==> src/rtl/arc_pkg.sv <==
// Purpose: Constants and types for the auto-reclose sequencer.
// Assumes: 40 MHz core clock; all times counted in 0.1 s ticks.
// Notes: Register map is reached over APB, one 32-bit word each.
//
// How it works
// - Up to five cycles, always taken in order one to five, then final trip.
// - Start-initiated cycles open the breaker after starting time; trip ones do not.
// - At dead-time end close only if breaker open; no closing during dead time.
// - Every open or close command needs the interlock permission for it.
// - External start input routes to one of signals a, b or c, or to none when its select is 0.
// - Cycle with signal a setting 0 is inhibited when signal a is active.
// - Per-cycle settings say whether signals b and c start that cycle.
// - Per-cycle starting times for b and c, 0.0 to 5.0 s in 0.1 s.
// - Per-cycle dead time 0.2 to 300.0 s in 0.1 s steps.
// - One reclaim time, 0.2 to 300.0 s, shared by all cycles.
// - Signal a opens the breaker at once with no starting delay.
// - In-progress flag set after starting time, cleared at close; aux mirrors it.
// - After last cycle fails, final trip if enabled, after per-signal delay.
// - Final-trip indication on selected aux output, as long as the open pulse.
// - A start request begins a cycle only when the breaker is closed.
// - Finished cycles blocked during reclaim; new request runs next cycle.
// - Input 10, in-use off or front switch inhibit; reclaim starts on release of input 10, at once for the others.
// - Inhibit input, remote interrupt or open-on-open aborts; reclaim always starts.
// - Local or bus breaker close starts reclaim and inhibits reclosing.
// - Duplex: open both, closed if either, reclose the last one closed.
// - Four counters per cycle: total, a, b, c; bump on breaker close.
// - Events per cycle: progress, close, progress by a/b/c; plus final, abort.
`default_nettype none
package arc_pkg;
  // ==========================================================
  // Timing
  localparam int unsigned CLK_HZ = 40_000_000;
  localparam int unsigned TICK_MS = 100;
  localparam int unsigned TICK_CYCLES = CLK_HZ / 1000 * TICK_MS;
  localparam int unsigned TICK_W = 22;
  localparam int unsigned NCYC = 5;
  localparam logic [2:0] BASE_BLOCK = 3'h7;
  localparam logic [2:0] CYC_NONE = 3'h7;
  // ==========================================================
  // Register byte offsets
  localparam logic [7:0] OFS_CTRL = 8'h00;
  localparam logic [7:0] OFS_RECLAIM = 8'h04;
  localparam logic [7:0] OFS_FTCFG = 8'h08;
  localparam logic [7:0] OFS_FTDLY = 8'h0c;
  localparam logic [7:0] OFS_PULSE = 8'h10;
  localparam logic [7:0] OFS_CYC0 = 8'h20;
  localparam logic [7:0] OFS_STATUS = 8'h40;
  localparam logic [7:0] OFS_EVENT = 8'h44;
  localparam logic [7:0] OFS_CNT0 = 8'h60;
  // ==========================================================
  // Control fields
  localparam int CTL_IN_USE = 0;
  localparam int CTL_RMT_INT = 1;
  localparam int CTL_EXT_LO = 2;
  localparam int CTL_PROG_SEL = 4;
  localparam int CTL_DUPLEX = 5;
  localparam int CTL_IN10_MODE = 6;
  // Cycle word fields
  localparam int CF_DLYB_LO = 4;
  localparam int CF_DLYC_LO = 12;
  localparam int CF_DEAD_LO = 20;
  // Final-trip config fields
  localparam int FT_SEL_LO = 4;
  // Event bits
  localparam int EV_PER_CYC = 5;
  localparam int EV_FT_LO = 25;
  localparam int EV_ABORT = 28;
  // ==========================================================
  // Reset values
  localparam logic [11:0] RECLAIM_RST = 12'h032;
  localparam logic [15:0] PULSE_RST = 16'h0202;
  // ==========================================================
  // Synchroniser bit positions
  localparam int SI_A = 0;
  localparam int SI_EXT = 3;
  localparam int SI_TRIP = 4;
  localparam int SI_INH = 7;
  localparam int SI_FRONT = 8;
  localparam int SI_CB1 = 9;
  localparam int SI_CB2 = 10;
  localparam int SI_ILKO = 11;
  localparam int SI_ILKC = 12;
  localparam int SI_MCLOSE = 13;
  localparam int SI_MOPEN = 14;
  localparam int SYNC_W = 15;
  // ==========================================================
  typedef enum logic [2:0] {
    ST_IDLE, ST_START, ST_DEAD, ST_RECLAIM, ST_FINAL
  } arc_state_t;
endpackage
`default_nettype wire

==> src/rtl/arc_seq.sv <==
// Purpose: Auto-reclose sequencer with APB register access.
// Assumes: Pins are asynchronous and pass two flip-flops first.
// Notes: Zero-wait APB slave, pready answers in the access cycle.
`default_nettype none
module arc_seq import arc_pkg::*; #(
  parameter int unsigned P_TICK_CYCLES = TICK_CYCLES
) (
  input wire logic i_core_clk, // Core clock
  input wire logic i_rst_n, // Async reset, active low
  input wire logic psel, // APB select
  input wire logic penable, // APB enable
  input wire logic pwrite, // APB direction
  input wire logic [7:0] paddr, // APB byte address
  input wire logic [31:0] pwdata, // APB write data
  output logic [31:0] prdata, // APB read data
  output logic pready, // APB ready
  output logic pslverr, // APB error on unmapped address
  input wire logic [2:0] i_start_init, // Requests a, b, c
  input wire logic i_ext_init, // External start input
  input wire logic [2:0] i_init_by_trip, // Request comes from trip
  input wire logic i_reclose_interrupt_input, // Input 10
  input wire logic i_front_inhibit_switch, // Front switch
  input wire logic i_cb1_closed, // Breaker 1 closed
  input wire logic i_cb2_closed, // Breaker 2 closed
  input wire logic i_ilk_open_ok, // Interlock allows open
  input wire logic i_ilk_close_ok, // Interlock allows close
  input wire logic i_manual_close, // Local or bus close
  input wire logic i_manual_open, // Local or bus open
  output logic o_cb1_open, // Open command breaker 1
  output logic o_cb2_open, // Open command breaker 2
  output logic o_cb1_close, // Close command breaker 1
  output logic o_cb2_close, // Close command breaker 2
  output logic o_in_progress, // Cycle in progress
  output logic o_aux_signal_output_a, // Aux output a
  output logic o_aux_signal_output_b, // Aux output b
  output logic [4:0] o_reclose_output_data // Active cycle one-hot
);
  // ==========================================================
  // Helpers
  function automatic logic [2:0] find_cyc(input logic [2:0] base,
      input logic [1:0] src, input logic a_act,
      input logic [31:0] cfg [NCYC]);
    logic [2:0] f;
    f = CYC_NONE;
    for (int i = 0; i < NCYC; i++) begin
      if (f == CYC_NONE && 3'(i) >= base && cfg[i][src] &&
          !(a_act && !cfg[i][0])) begin
        f = 3'(i);
      end
    end
    return f;
  endfunction

  function automatic logic reg_hit(input logic [7:0] a);
    return a == OFS_CTRL || a == OFS_RECLAIM || a == OFS_FTCFG ||
      a == OFS_FTDLY || a == OFS_PULSE || a == OFS_STATUS ||
      a == OFS_EVENT || (a >= OFS_CYC0 && a <= OFS_CYC0 + 8'h10 &&
      a[1:0] == 2'h0) || (a >= OFS_CNT0 && a <= OFS_CNT0 + 8'h10 &&
      a[1:0] == 2'h0);
  endfunction

  // ==========================================================
  // Input synchronisers
  logic [SYNC_W-1:0] s1_q, s2_q, prev_q;
  wire [SYNC_W-1:0] raw = {i_manual_open, i_manual_close, i_ilk_close_ok,
    i_ilk_open_ok, i_cb2_closed, i_cb1_closed, i_front_inhibit_switch,
    i_reclose_interrupt_input, i_init_by_trip, i_ext_init, i_start_init};

  // Two stages, plus one more for edge detection
  always_ff @(posedge i_core_clk or negedge i_rst_n) begin
    if (!i_rst_n) begin
      s1_q <= '0;
      s2_q <= '0;
      prev_q <= '0;
    end else begin
      s1_q <= raw;
      s2_q <= s1_q;
      prev_q <= s2_q;
    end
  end

  // ==========================================================
  // Registers
  logic [31:0] ctrl_q, ftcfg_q, ftdly_q, ev_q;
  logic [11:0] reclaim_q;
  logic [15:0] pulse_q;
  logic [31:0] cyc_q [NCYC];
  logic [31:0] cnt_q [NCYC];
  logic rmt_int_q, pready_q, pslverr_q;
  logic [31:0] prdata_q, rd_w;
  wire wr_en = psel & penable & pready_q & pwrite;
  wire setup = psel & ~penable;

  // Remote interrupt is a write-only pulse
  always_ff @(posedge i_core_clk or negedge i_rst_n) begin
    if (!i_rst_n) begin
      ctrl_q <= '0;
      reclaim_q <= RECLAIM_RST;
      ftcfg_q <= '0;
      ftdly_q <= '0;
      pulse_q <= PULSE_RST;
      rmt_int_q <= 1'b0;
    end else begin
      rmt_int_q <= wr_en && paddr == OFS_CTRL && pwdata[CTL_RMT_INT];
      if (wr_en && paddr == OFS_CTRL) ctrl_q <= pwdata & 32'h0000007d;
      if (wr_en && paddr == OFS_RECLAIM) reclaim_q <= pwdata[11:0];
      if (wr_en && paddr == OFS_FTCFG) ftcfg_q <= pwdata & 32'h00000077;
      if (wr_en && paddr == OFS_FTDLY) ftdly_q <= pwdata & 32'h00ffffff;
      if (wr_en && paddr == OFS_PULSE) pulse_q <= pwdata[15:0];
    end
  end

  // Per-cycle settings words
  for (genvar g = 0; g < NCYC; g++) begin : g_cyc
    always_ff @(posedge i_core_clk or negedge i_rst_n) begin
      if (!i_rst_n) begin
        cyc_q[g] <= '0;
      end else if (wr_en && paddr == OFS_CYC0 + 8'(4 * g)) begin
        cyc_q[g] <= pwdata;
      end
    end
  end

  // ==========================================================
  // Derived conditions
  wire [1:0] ext_sel = ctrl_q[CTL_EXT_LO +: 2];
  wire [2:0] ext_map = (ext_sel == 2'h0) ? 3'h0 :
    3'(3'h1 << (ext_sel - 2'h1));
  wire [2:0] req = s2_q[SI_A +: 3] | (ext_map & {3{s2_q[SI_EXT]}});
  wire [2:0] req_prev = prev_q[SI_A +: 3] |
    (ext_map & {3{prev_q[SI_EXT]}});
  wire [2:0] rise = req & ~req_prev;
  wire duplex = ctrl_q[CTL_DUPLEX];
  wire cb_closed = s2_q[SI_CB1] | (duplex & s2_q[SI_CB2]);
  wire inh10 = ctrl_q[CTL_IN10_MODE] & s2_q[SI_INH];
  wire inhibit = ~ctrl_q[CTL_IN_USE] | s2_q[SI_FRONT] | inh10;
  wire mclose_rise = s2_q[SI_MCLOSE] & ~prev_q[SI_MCLOSE];
  wire mopen_rise = s2_q[SI_MOPEN] & ~prev_q[SI_MOPEN];
  wire [1:0] new_src = rise[0] ? 2'h0 : (rise[1] ? 2'h1 : 2'h2);
  wire start_ok = (|rise) & cb_closed & ~inhibit;

  // ==========================================================
  // Tick prescaler
  logic [TICK_W-1:0] pre_q;
  wire tick = pre_q == TICK_W'(P_TICK_CYCLES - 1);

  // Common 0.1 s tick
  always_ff @(posedge i_core_clk or negedge i_rst_n) begin
    if (!i_rst_n) pre_q <= '0;
    else pre_q <= tick ? '0 : pre_q + 1'b1;
  end

  // ==========================================================
  // Sequencer
  arc_state_t st_q, st_d;
  logic [11:0] tmr_q, tmr_d;
  logic [2:0] cyc_sel_q, cyc_d, base_q, base_d, found;
  logic [1:0] src_q, src_d;
  logic open_go, close_go, ft_go, prog_go, abort_go, begin_go;
  logic in_prog_q, last_cb2_q;
  wire seq_active = st_q == ST_START || st_q == ST_DEAD ||
    st_q == ST_FINAL;
  wire abort = seq_active & (inhibit | rmt_int_q |
    (st_q == ST_DEAD & mopen_rise & ~cb_closed));
  wire [11:0] tmr_run = (tick && tmr_q != 12'h000) ? tmr_q - 12'h001 :
    tmr_q;
  wire [31:0] cur_cfg = cyc_q[cyc_sel_q];
  wire [11:0] start_dly = (new_src == 2'h0) ? 12'h000 :
    (new_src == 2'h1) ? 12'(found == CYC_NONE ? 8'h00 :
    cyc_q[found][CF_DLYB_LO +: 8]) : 12'(found == CYC_NONE ? 8'h00 :
    cyc_q[found][CF_DLYC_LO +: 8]);
  wire [11:0] ft_dly = 12'(ftdly_q[8 * new_src +: 8]);

  assign found = find_cyc((st_q == ST_IDLE) ? 3'h0 : base_q, new_src,
    req[0], cyc_q);

  // Next state of the sequence
  always_comb begin
    st_d = st_q;
    tmr_d = tmr_run;
    cyc_d = cyc_sel_q;
    base_d = base_q;
    src_d = src_q;
    open_go = 1'b0;
    close_go = 1'b0;
    ft_go = 1'b0;
    prog_go = 1'b0;
    abort_go = 1'b0;
    begin_go = 1'b0;
    if (abort) begin
      abort_go = 1'b1;
      st_d = ST_RECLAIM;
      tmr_d = reclaim_q;
      base_d = BASE_BLOCK;
    end else if (mclose_rise) begin
      st_d = ST_RECLAIM;
      tmr_d = reclaim_q;
      base_d = BASE_BLOCK;
    end else begin
      unique case (st_q)
        ST_IDLE, ST_RECLAIM: begin
          if (st_q == ST_RECLAIM && inh10) begin
            tmr_d = reclaim_q;
          end else if (start_ok && (st_q == ST_IDLE ||
              base_q != BASE_BLOCK)) begin
            if (found != CYC_NONE) begin
              begin_go = 1'b1;
              st_d = ST_START;
              cyc_d = found;
              src_d = new_src;
              tmr_d = start_dly;
            end else if (st_q == ST_RECLAIM && base_q != 3'h0 &&
                ftcfg_q[new_src]) begin
              st_d = ST_FINAL;
              src_d = new_src;
              tmr_d = ft_dly;
            end
          end else if (st_q == ST_RECLAIM && tmr_q == 12'h000 &&
              req == 3'h0) begin
            st_d = ST_IDLE;
            base_d = 3'h0;
          end
        end
        ST_START: begin
          if (tmr_q == 12'h000) begin
            prog_go = 1'b1;
            open_go = ~s2_q[SI_TRIP + src_q] & s2_q[SI_ILKO];
            st_d = ST_DEAD;
            tmr_d = cur_cfg[CF_DEAD_LO +: 12];
          end
        end
        ST_DEAD: begin
          if (tmr_q == 12'h000) begin
            close_go = ~cb_closed & s2_q[SI_ILKC];
            st_d = ST_RECLAIM;
            tmr_d = reclaim_q;
            base_d = cyc_sel_q + 3'h1;
          end
        end
        ST_FINAL: begin
          if (tmr_q == 12'h000) begin
            open_go = s2_q[SI_ILKO];
            ft_go = 1'b1;
            st_d = ST_RECLAIM;
            tmr_d = reclaim_q;
            base_d = BASE_BLOCK;
          end
        end
      endcase
    end
  end

  // Sequence state registers
  always_ff @(posedge i_core_clk or negedge i_rst_n) begin
    if (!i_rst_n) begin
      st_q <= ST_IDLE;
      tmr_q <= '0;
      cyc_sel_q <= '0;
      base_q <= '0;
      src_q <= '0;
      in_prog_q <= 1'b0;
    end else begin
      st_q <= st_d;
      tmr_q <= tmr_d;
      cyc_sel_q <= cyc_d;
      base_q <= base_d;
      src_q <= src_d;
      in_prog_q <= st_d == ST_DEAD && (prog_go | in_prog_q);
    end
  end

  // ==========================================================
  // Command pulses and outputs
  logic [7:0] open_cnt_q, close_cnt_q, ft_cnt_q;
  logic ft_to_b_q;
  wire [7:0] open_len = (pulse_q[7:0] == 8'h00) ? 8'h01 : pulse_q[7:0];
  wire [7:0] close_len = (pulse_q[15:8] == 8'h00) ? 8'h01 :
    pulse_q[15:8];
  wire ft_on = ft_cnt_q != 8'h00;
  wire cb1_rise = s2_q[SI_CB1] & ~prev_q[SI_CB1];
  wire cb2_rise = s2_q[SI_CB2] & ~prev_q[SI_CB2];
  wire prog_b = ctrl_q[CTL_PROG_SEL];

  // Pulse counters run on the tick
  always_ff @(posedge i_core_clk or negedge i_rst_n) begin
    if (!i_rst_n) begin
      open_cnt_q <= '0;
      close_cnt_q <= '0;
      ft_cnt_q <= '0;
      ft_to_b_q <= 1'b0;
      last_cb2_q <= 1'b0;
    end else begin
      if (open_go) open_cnt_q <= open_len;
      else if (tick && open_cnt_q != 8'h00) open_cnt_q <= open_cnt_q - 1'b1;
      if (close_go) close_cnt_q <= close_len;
      else if (tick && close_cnt_q != 8'h00)
        close_cnt_q <= close_cnt_q - 1'b1;
      if (ft_go) ft_cnt_q <= open_len;
      else if (tick && ft_on) ft_cnt_q <= ft_cnt_q - 1'b1;
      if (ft_go) ft_to_b_q <= ftcfg_q[FT_SEL_LO + src_q];
      if (cb2_rise) last_cb2_q <= 1'b1;
      else if (cb1_rise) last_cb2_q <= 1'b0;
    end
  end

  // Registered pins
  always_ff @(posedge i_core_clk or negedge i_rst_n) begin
    if (!i_rst_n) begin
      o_cb1_open <= 1'b0;
      o_cb2_open <= 1'b0;
      o_cb1_close <= 1'b0;
      o_cb2_close <= 1'b0;
      o_in_progress <= 1'b0;
      o_aux_signal_output_a <= 1'b0;
      o_aux_signal_output_b <= 1'b0;
      o_reclose_output_data <= '0;
    end else begin
      o_cb1_open <= open_cnt_q != 8'h00;
      o_cb2_open <= duplex && open_cnt_q != 8'h00;
      o_cb1_close <= close_cnt_q != 8'h00 && !(duplex && last_cb2_q);
      o_cb2_close <= close_cnt_q != 8'h00 && duplex && last_cb2_q;
      o_in_progress <= in_prog_q;
      o_aux_signal_output_a <= (in_prog_q & ~prog_b) | (ft_on & ~ft_to_b_q);
      o_aux_signal_output_b <= (in_prog_q & prog_b) | (ft_on & ft_to_b_q);
      o_reclose_output_data <= seq_active ? 5'(5'h01 << cyc_sel_q) : '0;
    end
  end

  // ==========================================================
  // Events and counters
  logic [31:0] ev_set;
  wire [31:0] ev_clr = (wr_en && paddr == OFS_EVENT) ? pwdata : '0;

  // Event bits for the running cycle
  always_comb begin
    ev_set = '0;
    if (prog_go) begin
      ev_set[EV_PER_CYC * cyc_sel_q] = 1'b1;
      ev_set[EV_PER_CYC * cyc_sel_q + 2 + src_q] = 1'b1;
    end
    if (close_go) ev_set[EV_PER_CYC * cyc_sel_q + 1] = 1'b1;
    if (ft_go) ev_set[EV_FT_LO + src_q] = 1'b1;
    if (abort_go) ev_set[EV_ABORT] = 1'b1;
  end

  // Sticky events, write one to clear, a new set wins
  always_ff @(posedge i_core_clk or negedge i_rst_n) begin
    if (!i_rst_n) ev_q <= '0;
    else ev_q <= (ev_q & ~ev_clr) | ev_set;
  end

  // Total and per-signal counts for each cycle
  for (genvar g = 0; g < NCYC; g++) begin : g_cnt
    always_ff @(posedge i_core_clk or negedge i_rst_n) begin
      if (!i_rst_n) begin
        cnt_q[g] <= '0;
      end else if (close_go && cyc_sel_q == 3'(g)) begin
        cnt_q[g][7:0] <= cnt_q[g][7:0] + 8'h01;
        cnt_q[g][8 * (src_q + 1) +: 8] <=
          cnt_q[g][8 * (src_q + 1) +: 8] + 8'h01;
      end
    end
  end

  // ==========================================================
  // APB read path
  always_comb begin
    rd_w = '0;
    if (paddr == OFS_CTRL) rd_w = ctrl_q;
    else if (paddr == OFS_RECLAIM) rd_w = 32'(reclaim_q);
    else if (paddr == OFS_FTCFG) rd_w = ftcfg_q;
    else if (paddr == OFS_FTDLY) rd_w = ftdly_q;
    else if (paddr == OFS_PULSE) rd_w = 32'(pulse_q);
    else if (paddr == OFS_STATUS)
      rd_w = 32'({base_q, cyc_sel_q, 3'(st_q), in_prog_q, cb_closed});
    else if (paddr == OFS_EVENT) rd_w = ev_q;
    else if (reg_hit(paddr) && paddr < OFS_STATUS)
      rd_w = cyc_q[3'((paddr - OFS_CYC0) >> 2)];
    else if (reg_hit(paddr)) rd_w = cnt_q[3'((paddr - OFS_CNT0) >> 2)];
  end

  // Answer is ready in the first access cycle
  always_ff @(posedge i_core_clk or negedge i_rst_n) begin
    if (!i_rst_n) begin
      pready_q <= 1'b0;
      pslverr_q <= 1'b0;
      prdata_q <= '0;
    end else begin
      pready_q <= setup;
      pslverr_q <= setup & ~reg_hit(paddr);
      prdata_q <= (setup && !pwrite) ? rd_w : '0;
    end
  end

  assign pready = pready_q;
  assign pslverr = pslverr_q;
  assign prdata = prdata_q;
endmodule
`default_nettype wire

==> config.mk <==
export PLATFORM = sky130hd
export DESIGN_NAME = arc_seq
export DESIGN_NICKNAME = d
export VERILOG_FILES = /design/src/rtl/arc_pkg.sv /design/src/rtl/arc_seq.sv
export SDC_FILE = /design/constraint.sdc
export NUM_CORES = 1
export LEC_CHECK = 0
export BUFFER_PORTS_ARGS = -buffer_cell sky130_fd_sc_hd__buf_2
export CORE_AREA = 2 2 299 301
export CTS_BUF_LIST = sky130_fd_sc_hd__clkbuf_4 sky130_fd_sc_hd__clkbuf_8
export DETAILED_ROUTE_END_ITERATION = 16
export DIE_AREA = 0 0 301 303
export GPL_TIMING_DRIVEN = 1
export SLEW_MARGIN = 0
export SYNTH_ARGS = -nofsm -noshare
export SYNTH_HDL_FRONTEND = slang
export SYNTH_SLANG_ARGS = --single-unit
==> constraint.sdc <==
create_clock -name i_core_clk -period 5.9 [get_ports i_core_clk]
set_clock_uncertainty 0.2 [all_clocks]
set_input_delay 0 -clock i_core_clk [delete_from_list [all_inputs] [get_ports i_core_clk]]
set_output_delay 0 -clock i_core_clk [all_outputs]
set_load 0.01 [all_outputs]
==> After elaboration in Yosys (flattened, before gate mapping) <==
Cells that the tools add are included.
W data, S select, Z words.
{ "totals": {"reg_bits": 580, "in_bits": 60, "out_inout_bits": 46, "elab_cells": 444} }
{ "classes": {"n_addsub": 26, "mul": 1, "n_lt_le_gt_ge": 25, "eq_ne": 34, "n_shift": 14, "n_mux": 128, "n_bitwise": 61, "reduce_logical": 112} }
{ "op_table": {"columns": ["operator", "n"], "rows": [
  ["$mux W32", 20],
  ["$bmux W32 S3", 4],
  ["$shiftx A8 B34 Y32", 5],
  ["$shiftx A32 B33 Y8", 5],
  ["$bwmux W32", 5],
  ["$or A32 B32 Y32", 4],
  ["$mux W12", 9],
  ["$mux W8", 12],
  ["$add A8 B1 Y8 const B", 10],
  ["$mux W3", 23],
  ["$logic_and A1 B1 Y1", 62],
  ["$eq A8 B6 Y1 const B", 5],
  ["$mux W20", 2],
  ["$pmux W12 S3", 1],
  ["$neg A6 Y34", 1],
  ["$shift A8 B34 Y32 const A", 1],
  ["$and A32 B32 Y32", 1],
  ["$lt A32 B5 Y1 const B", 1],
  ["$not A32 Y32", 1],
  ["$shiftx A32 B6 Y8", 1],
  ["$mux W1", 31],
  ["$logic_not A8 Y1", 3],
  ["$reduce_bool A8 Y1", 3],
  ["$sub A8 B1 Y8 const B", 3],
  ["71 further kinds", 188]
]} }

==> Depth between registers and ports, before layout <==
Gate-level depths: netlist of the first run.
{ "logic_depth": {"ltp_word": 47, "depth_mapped": 17, "mapped_depth_nobuf": 14} }

==> Least setup slack after synthesis of the first run <==
No wires, ideal clock.
{ "synth_timing": {"path_kind": "register to register", "start": "register src_q[1]", "end": "register ev_q[6]", "setup_time_ns": 0.126, "arrival_time_ns": 3.790, "t_required_ns": 5.574, "setup_slack_ns": 1.784, "path_stages_with_launch": 17, "n_path_buf": 3, "period_less_slack_ns": 4.116, "path_cell_list": "dfrtp_1 > clkbuf_1 > buf_2 > buf_1 > inv_1 > ha_1 > inv_1 > ha_1 > fa_1 > nand3_1 > nor2_1 > mux2_2 > nor2b_1 > and2_1 > a22oi_1 > nor2_1 > a311o_1"} }
{ "synth_via": {"elab_chain_cells": 12, "word_cells_on_any_way": 19, "cone_classes": "2 x add/sub; 4 x order compare; 7 x mux; 4 x bitwise; 2 x reduce/logical"} }
{ "synth_rtl": {"columns": ["element", "line", "text"], "rows": [
  ["start, declared", "arc_seq.sv:158", "logic [1:0] src_q, src_d;"],
  ["start signal, assigned", "arc_seq.sv:267", "src_q <= src_d;"],
  ["$add A7 B2 Y8", "arc_seq.sv:339", "ev_set[EV_PER_CYC * cyc_sel_q + 2 + src_q] = 1'b1;"],
  ["$ge A8 B1 Y1 (not written as such) or $lt A8 B6 Y1 (tied branches)", "arc_seq.sv:339", null],
  ["$logic_and A1 B1 Y1 (not written as such)", "arc_seq.sv:339", null],
  ["$mux W1 (not written as such)", "arc_seq.sv:339", null],
  ["$demux W1 S5", "arc_seq.sv:339", null],
  ["$or A32 B32 Y32 (no source line)", null, null],
  ["$mux W32", "arc_seq.sv:337", "if (prog_go) begin"],
  ["$or A32 B32 Y32 (no source line)", null, null],
  ["$mux W32", "arc_seq.sv:341", "if (close_go) ev_set[EV_PER_CYC * cyc_sel_q + 1] = 1'b1;"],
  ["$or A32 B32 Y32 (no source line)", null, null],
  ["$mux W32 (*)", "arc_seq.sv:342", "if (ft_go) ev_set[EV_FT_LO + src_q] = 1'b1;"],
  ["$or A32 B32 Y32 (*)", "arc_seq.sv:349", "else ev_q <= (ev_q & ~ev_clr) | ev_set;"],
  ["end signal, assigned", "arc_seq.sv:349", null],
  ["end, declared", "arc_seq.sv:84", "logic [31:0] ctrl_q, ftcfg_q, ftdly_q, ev_q;"]
]} }
Mark *: on every way between the ends. The rest lies on a longest branch, timed or not.
A chain may end at the register's enable or synchronous reset.

==> Final worst setup path of the first run <==
{ "layout_timing": {"start": "register tmr_q[4]", "end": "register cnt_q[126] (netlist bit)"} }
{ "layout_via": {"elab_chain_cells": 6} }
{ "layout_rtl": {"columns": ["element", "line", "text"], "rows": [
  ["start, declared", "arc_seq.sv:156", "logic [11:0] tmr_q, tmr_d;"],
  ["start signal, assigned", "arc_seq.sv:264", "tmr_q <= tmr_d;"],
  ["$logic_not A12 Y1", "arc_seq.sv:233", "if (tmr_q == 12'h000) begin"],
  ["$mux W1", "arc_seq.sv:233", null],
  ["$mux W1", "arc_seq.sv:200", "unique case (st_q)"],
  ["$mux W1", "arc_seq.sv:195", "end else if (mclose_rise) begin"],
  ["$mux W1", "arc_seq.sv:190", "if (abort) begin"],
  ["$logic_and A1 B1 Y1", "arc_seq.sv:357", "end else if (close_go && cyc_sel_q == 3'(g)) begin"],
  ["end signal, assigned by index", "arc_seq.sv:358", "cnt_q[g][7:0] <= cnt_q[g][7:0] + 8'h01;"],
  ["end signal, assigned by index", "arc_seq.sv:359", "cnt_q[g][8 * (src_q + 1) +: 8] <="],
  ["end, declared", "arc_seq.sv:88", "logic [31:0] cnt_q [NCYC];"]
]} }
Every way passes these cells.

==> reports/results.ini, run 1 <==
[outcome]
status = completed

[timing]
max_clock_freq_mhz = 213
timing.setup.tns_ns = 0
slew_headroom = 0.139
rsz0062_at_grt = no
period_needed_ns = 4.69
slew_viol_final = 0
hold_viol = 0
fin_crit_sh = 0.795
setup_viol = 0
tightest_slew_ns = 1.29
whs_ns = 0.0356

[detailed_routing]
drtIter0Drc = 2849
ant_nets = 0
post_drt_wl_per_cell_um = 25.7
wirelength_um = 112000
drc = 0
vias = 25800
via_per_inst = 5.90
drtPass1Iterations = 6

[synth]
seq_area_frac_synth = 0.470
yosys-top-cells-area = dfrtp_1 (47%), mux2_2 (8.9%), nand2_1 (5.3%), mux4_2 (4.4%), mux2i_1 (3.4%)
synth_commonest_cells = dfrtp_1 (568), nand2_1 (435), mux2_2 (242), nor2_1 (185), o21ai_0 (164)
yosysTopAreaCell = dfrtp_1
yosys_warnings = 0
synth.most_common_cell = dfrtp_1
synth_seq_cells = 573
synth_area_um2 = 30500
synth-async-reset-ratio = 1.00
ys.flop_type = dfrtp_1
syn_nets = 3053
synth_top_area_frac = 0.465
synth_edf_count = 0
syn_avg_cell_area_um2 = 10.3
ys_types = 83
synth_cells = 2955

[placed_design]
placed_area_um2 = 32300
port_buffers = 105
place.gp.congestion = 0.993
dpl.hpwl_um = 77800

[worst_setup_path]
required_ns = 6.35
cpMaxStageDelayCell = nor3_4
crit_buf_inv = 0
timing.rr.start = tmr_q[4]
setup.worst_path.end_class = register
startpoint_type = register
slowest_delay_ns = 0.95
cp.depth = 6
reg2reg_to = cnt_q[126]
r2r_setup_slack_ns = 1.21
crit_arrival_ns = 5.14
crit_chain = or4_4 > or4_1 > nor3_4 > and3_1 > nand2_1 > o41ai_1
rr_worst_depth = 6
path_class = register to register
path_delay_family = simple AND/OR/NAND/NOR gates
worst-path-max-fanout = 23

[clock_tree]
cts.path.max_buffers = 3
postCtsSetupBuffers = 0
htreeDepth = 3
cts_inserted_buffers = 98
postCtsResizedCells = 0
cts_tree = yes
clock_sinks = 573
clk_pin_slew_ns = 0.06
clk_latency_ns = 0.76
cts_root_buf = clkbuf_8

[global_routing]
grt_usage = 0.245
grt_antenna_before_repair = 6
grt_max_degree = 160
grt_overflow = 0
grt_pass1_wl_um = 167000
grt_pass1_vias = 25200

[floorplanning]
dieArea_um2 = 91200
initial_core_util = 0.347
num_rows = 109
core_region_area_um2 = 88000
die_w_um = 301
io_pins = 106
fp.dieH_um = 303

[layout]
final_area_um2 = 35400
area_growth_pct = 15.9
layout.nets = 3229
drive_above_1_share = 0.213

[hold_path]
min-delay-start = pwdata[12]
hold_end = cyc_q[76]
hold_path.class = input port to register
hold_depth = 4

[power_and_ir_drop]
power_density_nw_per_um2 = 235
peakVddDrop_v = 0.000186
leakagePower_nw = 15.3

[flow_run]
maxCapViolCount = 0

==> worst register-to-register path, stage by stage, from the launching register on <==
cell	delay, ns
dfrtp_1	0.44
or4_4	0.56
or4_1	0.85
nor3_4	0.96
and3_1	0.70
nand2_1	0.49
o41ai_1	0.43
==> repair_timing <==
item,CTS,global route
endpoints found under the hold margin,791,0
setup endpoints to repair,0,0
hold buffers,104,0
==> metrics by stage <==
step / instances / setup slack, ns / power [mW] / util
2_1_floorplan: 2955 / 1.78 / 4.27 / -
3_3_place_gp: 4092 / 1.40 / 4.52 / 0.367
3_5_place_dp: 4092 / 1.32 / 4.52 / 0.367
4_1_cts: 4368 / 1.33 / 8.34 / 0.402
5_1_grt: 4369 / 1.02 / 8.57 / 0.402
6_report: 4371 / 1.21 / 8.30 / 0.402
==> logic make-up (layout without fill, tap and decap cells) <==
logic type / count (synthesis) / count (layout) / synth area share
buf+inv: 228 / 476 / 0.0300
simple gates: 873 / 873 / 0.127
mux: 407 / 407 / 0.168
xor+xnor: 118 / 118 / 0.0338
fa+ha+maj: 38 / 38 / 0.0158
flops: 573 / 573 / 0.470
other cells: 0 / 3 / 0
compound gates: 718 / 718 / 0.156
==> layer usage <==
layer  vias to the layer above  GRT usage  wire [µm]
met2                      1372      0.372      49200
met5                         -          0         33
met3                       293     0.0651      11000
li1                      11200          -          -
met1                     12900      0.329      46700
met4                         6      0.109       5390
==> how the worst max path moves through the flow <==
stage                  to  startpoint
3_3_place_gp   cnt_q[126]    tmr_q[4]
6_report       cnt_q[126]    tmr_q[4]
5_1_grt        cnt_q[126]    tmr_q[4]
4_1_cts        cnt_q[126]    tmr_q[4]
3_5_place_dp   cnt_q[126]    tmr_q[4]
2_1_floorplan     ev_q[6]    src_q[1]
==> layout make-up <==
class / count / area, µm²
diodes: 3 / 7.51
clock buffers: 155 / 1930
clock inverters: 17 / 110
fillers: 8643 / 52600
inverters: 39 / 146
multi-input cells: 2154 / 15400
flip-flops and latches: 573 / 14300
well taps: 1165 / 1460
repair buffers: 265 / 2040
==> layout by cell type, fill, tap and decap left out, types with 33 or more instances in the layout <==
master	Yosys	routed
dfrtp_1	568	566
nand2_1	435	434
mux2_2	242	242
nor2_1	185	179
o21ai_0	164	164
clkbuf_8	0	122
mux2i_1	104	104
dlygate4sd3_1	0	103
buf_2	26	102
a21oi_1	98	98
xnor2_1	75	75
o31ai_1	72	72
nand3_1	63	62
mux4_2	60	60
a22oi_1	60	60
o22ai_1	59	59
buf_4	5	56
xor2_1	43	43
o21ai_1	40	40
o211ai_1	40	40
inv_1	39	39
a211oi_1	39	39
ha_1	37	37
nor3_1	38	36
clkbuf_4	0	33
==> state kept, by name, summed over array words and instances, names as in the netlist, 5 cells and up <==
signal and flops:
close_cnt_q 8, cnt_q 160, ctrl_q 6, cyc_q 160, ev_q 32, ft_cnt_q 8, ftcfg_q 6, ftdly_q 24
o_reclose_output_data 5, open_cnt_q 8, prdata 32, pre_q 22, prev_q 8, pulse_q 16, reclaim_q 12, s1_q 15
s2_q 15, tmr_q 12
==> power breakdown <==
group / internal [mW] / total [mW] / switching [mW]
clock: 2.06 / 3.78 / 1.72
combinational: 0.166 / 0.527 / 0.360
sequential: 3.96 / 3.99 / 0.0278
(Power assumes the default switching activity.)
==> run 2: changes to the inputs <==
clock period = 4.5 ns   (was 5.9 ns; I/O delays follow)
==> run 2 against run 1 <==
Worst hold slack worse by 0.023 ns. Combinational power increased by 34%. Critical endpoint unchanged. Critical path depth unchanged. Utilization up 0.30 points. Worst setup slack got worse by 0.74 ns.
==> reports/results.ini, run 2 (synthesis gave the netlist of run 1 again) <==
[hold_path]
hold_path.class = input port to register
hold_depth = 3  ; -1

[global_routing]
grt_pass1_vias = 25000  ; -0.82%
grt_antenna_before_repair = 6  ; unchanged
grt_pass1_wl_um = 170000  ; +1.6%
grt_overflow = 0  ; unchanged
grt_usage = 0.251  ; +0.00577
grt_max_degree = 112  ; -30%

[worst_setup_path]
critical_path.startpoint = tmr_q[4]
timing.rr.start = tmr_q[4]
slowest_delay_ns = 0.62  ; -0.33 ns
path_class = register to register
cpMaxStageDelayCell = or4_1
crit_chain = or4_4 > or4_1 > nor3_4 > and3_1 > nand2_1 > o41ai_1
rr_worst_depth = 6  ; unchanged
crit_arrival_ns = 4.48  ; -0.66 ns
startpoint_type = register
crit_buf_inv = 0  ; unchanged
reg2reg_to = cnt_q[126]
required_ns = 4.95  ; -1.40 ns
r2r_setup_slack_ns = 0.46  ; -0.74 ns
path_delay_family = simple AND/OR/NAND/NOR gates
cp.depth = 6  ; unchanged
endpoint = cnt_q[126]
worst-path-max-fanout = 16  ; -30%
setup.worst_path.end_class = register

[floorplanning]
num_rows = 109  ; unchanged
dieArea_um2 = 91200  ; unchanged
fp.dieH_um = 303  ; unchanged
die_w_um = 301  ; unchanged
io_pins = 106  ; unchanged
core_region_area_um2 = 88000  ; unchanged
initial_core_util = 0.347  ; unchanged

[power_and_ir_drop]
combPwrFrac = 0.065  ; +0.002
power_density_nw_per_um2 = 306  ; +30%
seqPwrFrac = 0.480  ; about the same
leakagePower_nw = 15.5  ; +1.1%
peakVddDrop_v = 0.000206  ; +11%
p_int_mw = 8.16  ; +32%
p_sw_mw = 2.74  ; +30%
clockPowerShare = 0.455  ; about the same
p_sw_frac = 0.252  ; -0.00244

[clock_tree]
cts-hold-fix-buffers = 100  ; -3.8%
cts_tree = yes
postCtsSetupBuffers = 0  ; unchanged
cts_inserted_buffers = 98  ; unchanged
clk_pin_slew_ns = 0.06  ; about the same
cts_root_buf = clkbuf_8
clock_sinks = 573  ; unchanged
clk_latency_ns = 0.75  ; about the same
cts.path.max_buffers = 3  ; unchanged
htreeDepth = 3  ; unchanged
postCtsResizedCells = 0  ; unchanged

[timing]
setup_viol = 0  ; unchanged
rsz0062_at_grt = no
max_clock_freq_mhz = 248  ; +16%
period_needed_ns = 4.04  ; -0.656 ns
slew_viol_final = 0  ; unchanged
hold_viol = 0  ; unchanged
fin_crit_sh = 0.897  ; +0.102
slew_headroom = 0.218  ; +0.0798
tightest_slew_ns = 1.17  ; -0.116 ns
timing.setup.tns_ns = 0  ; unchanged

[flow_run]
maxCapViolCount = 0  ; unchanged

[detailed_routing]
post_drt_wl_per_cell_um = 26.1  ; +1.7%
wirelength_um = 115000  ; +2.2%
drtIter0Drc = 2911  ; +2.2%
ant_nets = 0  ; unchanged
drtPass1Iterations = 6  ; unchanged
vias = 25800  ; -0.047%
drc = 0  ; unchanged
via_per_inst = 5.87  ; -0.52%

[layout]
drive_above_1_share = 0.220  ; +0.00692
layout.nets = 3257  ; +0.87%
area_growth_pct = 16.8
multi_input_area_um2 = 15400  ; about the same
ff_latch_area_um2 = 14300  ; unchanged
final_common_cell = dfrtp_1
reg_top3 = cnt_q (160), cyc_q (160)
n_fill_cell = 8564  ; -0.91%
fin_util = 0.405  ; +0.00300
mostFrequentLayoutCells = dfrtp_1 (566), nand2_1 (434), mux2_2 (242), nor2_1 (178), o21ai_0 (164)

[placed_design]
place.gp.congestion = 0.981  ; -1.2%
port_buffers = 105  ; unchanged
dpl.hpwl_um = 82000  ; +5.4%

[outcome]
status = completed

## run 2: cell types whose count changed in the layout (fill, tap and decap cells not counted)
cell,before,now
dlygate4sd3_1,103,99
diode_2,3,2
bufinv_16,0,2
inv_6,1,0
clkbuf_4,33,29
inv_8,0,2
clkbuf_8,122,119
clkinvlp_4,4,1
buf_12,2,8
clkinv_4,0,1
buf_4,56,82
nor2_1,179,178
nor2_2,2,3
## run 2: how the worst min path moves through the flow
stage | start | to | slack, ns
6_report | pwdata[28] | cyc_q[60] | 0.01
5_1_grt | pwdata[28] | cyc_q[92] | 0.02
4_1_cts | pwdata[19] | cyc_q[51] | 0.0007
3_5_place_dp | i_rst_n | ft_cnt_q[6] | -0.11
3_3_place_gp | i_rst_n | ft_cnt_q[6] | -0.12
2_1_floorplan | i_rst_n | base_q[0] | -0.50
## run 2: metal layers
metal	share of wire	up-vias	GRT usage
met5	0.000096	-	0
met4	0.046	2	0.104
met3	0.081	277	0.0442
met2	0.44	1266	0.380
met1	0.43	12900	0.355
li1	-	11300	-
## run 2: area by class of cell
cell class,count,area share
Inverter,39,0.00411
Timing Repair Buffer,293,0.0651
Antenna cell,2,0.000140
Clock inverter,18,0.00477
Multi-Input combinational cell,2154,0.431
Tap cell,1165,0.0409
Clock buffer,148,0.0520
Sequential cell,573,0.402
## run 2: power by group through the flow
stage	Sequential (mW)	Clock, mW	Combinational [mW]
3_5_place_dp	5.33	0	0.625
5_1_grt	5.24	5.28	0.752
6_report	5.23	4.96	0.704
3_3_place_gp	5.32	0	0.624
2_1_floorplan	5.31	0	0.280
4_1_cts	5.23	5.04	0.698
## run 2: worst reg2reg max path, delay by kind of cell (launching register included)
| family | cells | cell delay [ns] |
|---|---|---|
| AND/OR/NAND/NOR | 5 | 2.85 |
| flip-flops | 1 | 0.44 |
| AO/OA/AOI/OAI | 1 | 0.44 |
## run 2: stage by stage
step	power, mW	setup slack, ns	hold slack [ns]	instance area, µm²	instances
detailed placement	5.95	0.538	-0.107	32600	4124
global placement	5.95	0.601	-0.116	32600	4124
global route	11.3	0.322	0.0176	35700	4392
floorplan	5.59	0.384	-0.496	30500	2955
finish	10.9	0.464	0.0129	35700	4392
CTS	11.0	0.528	0.000724	35700	4390
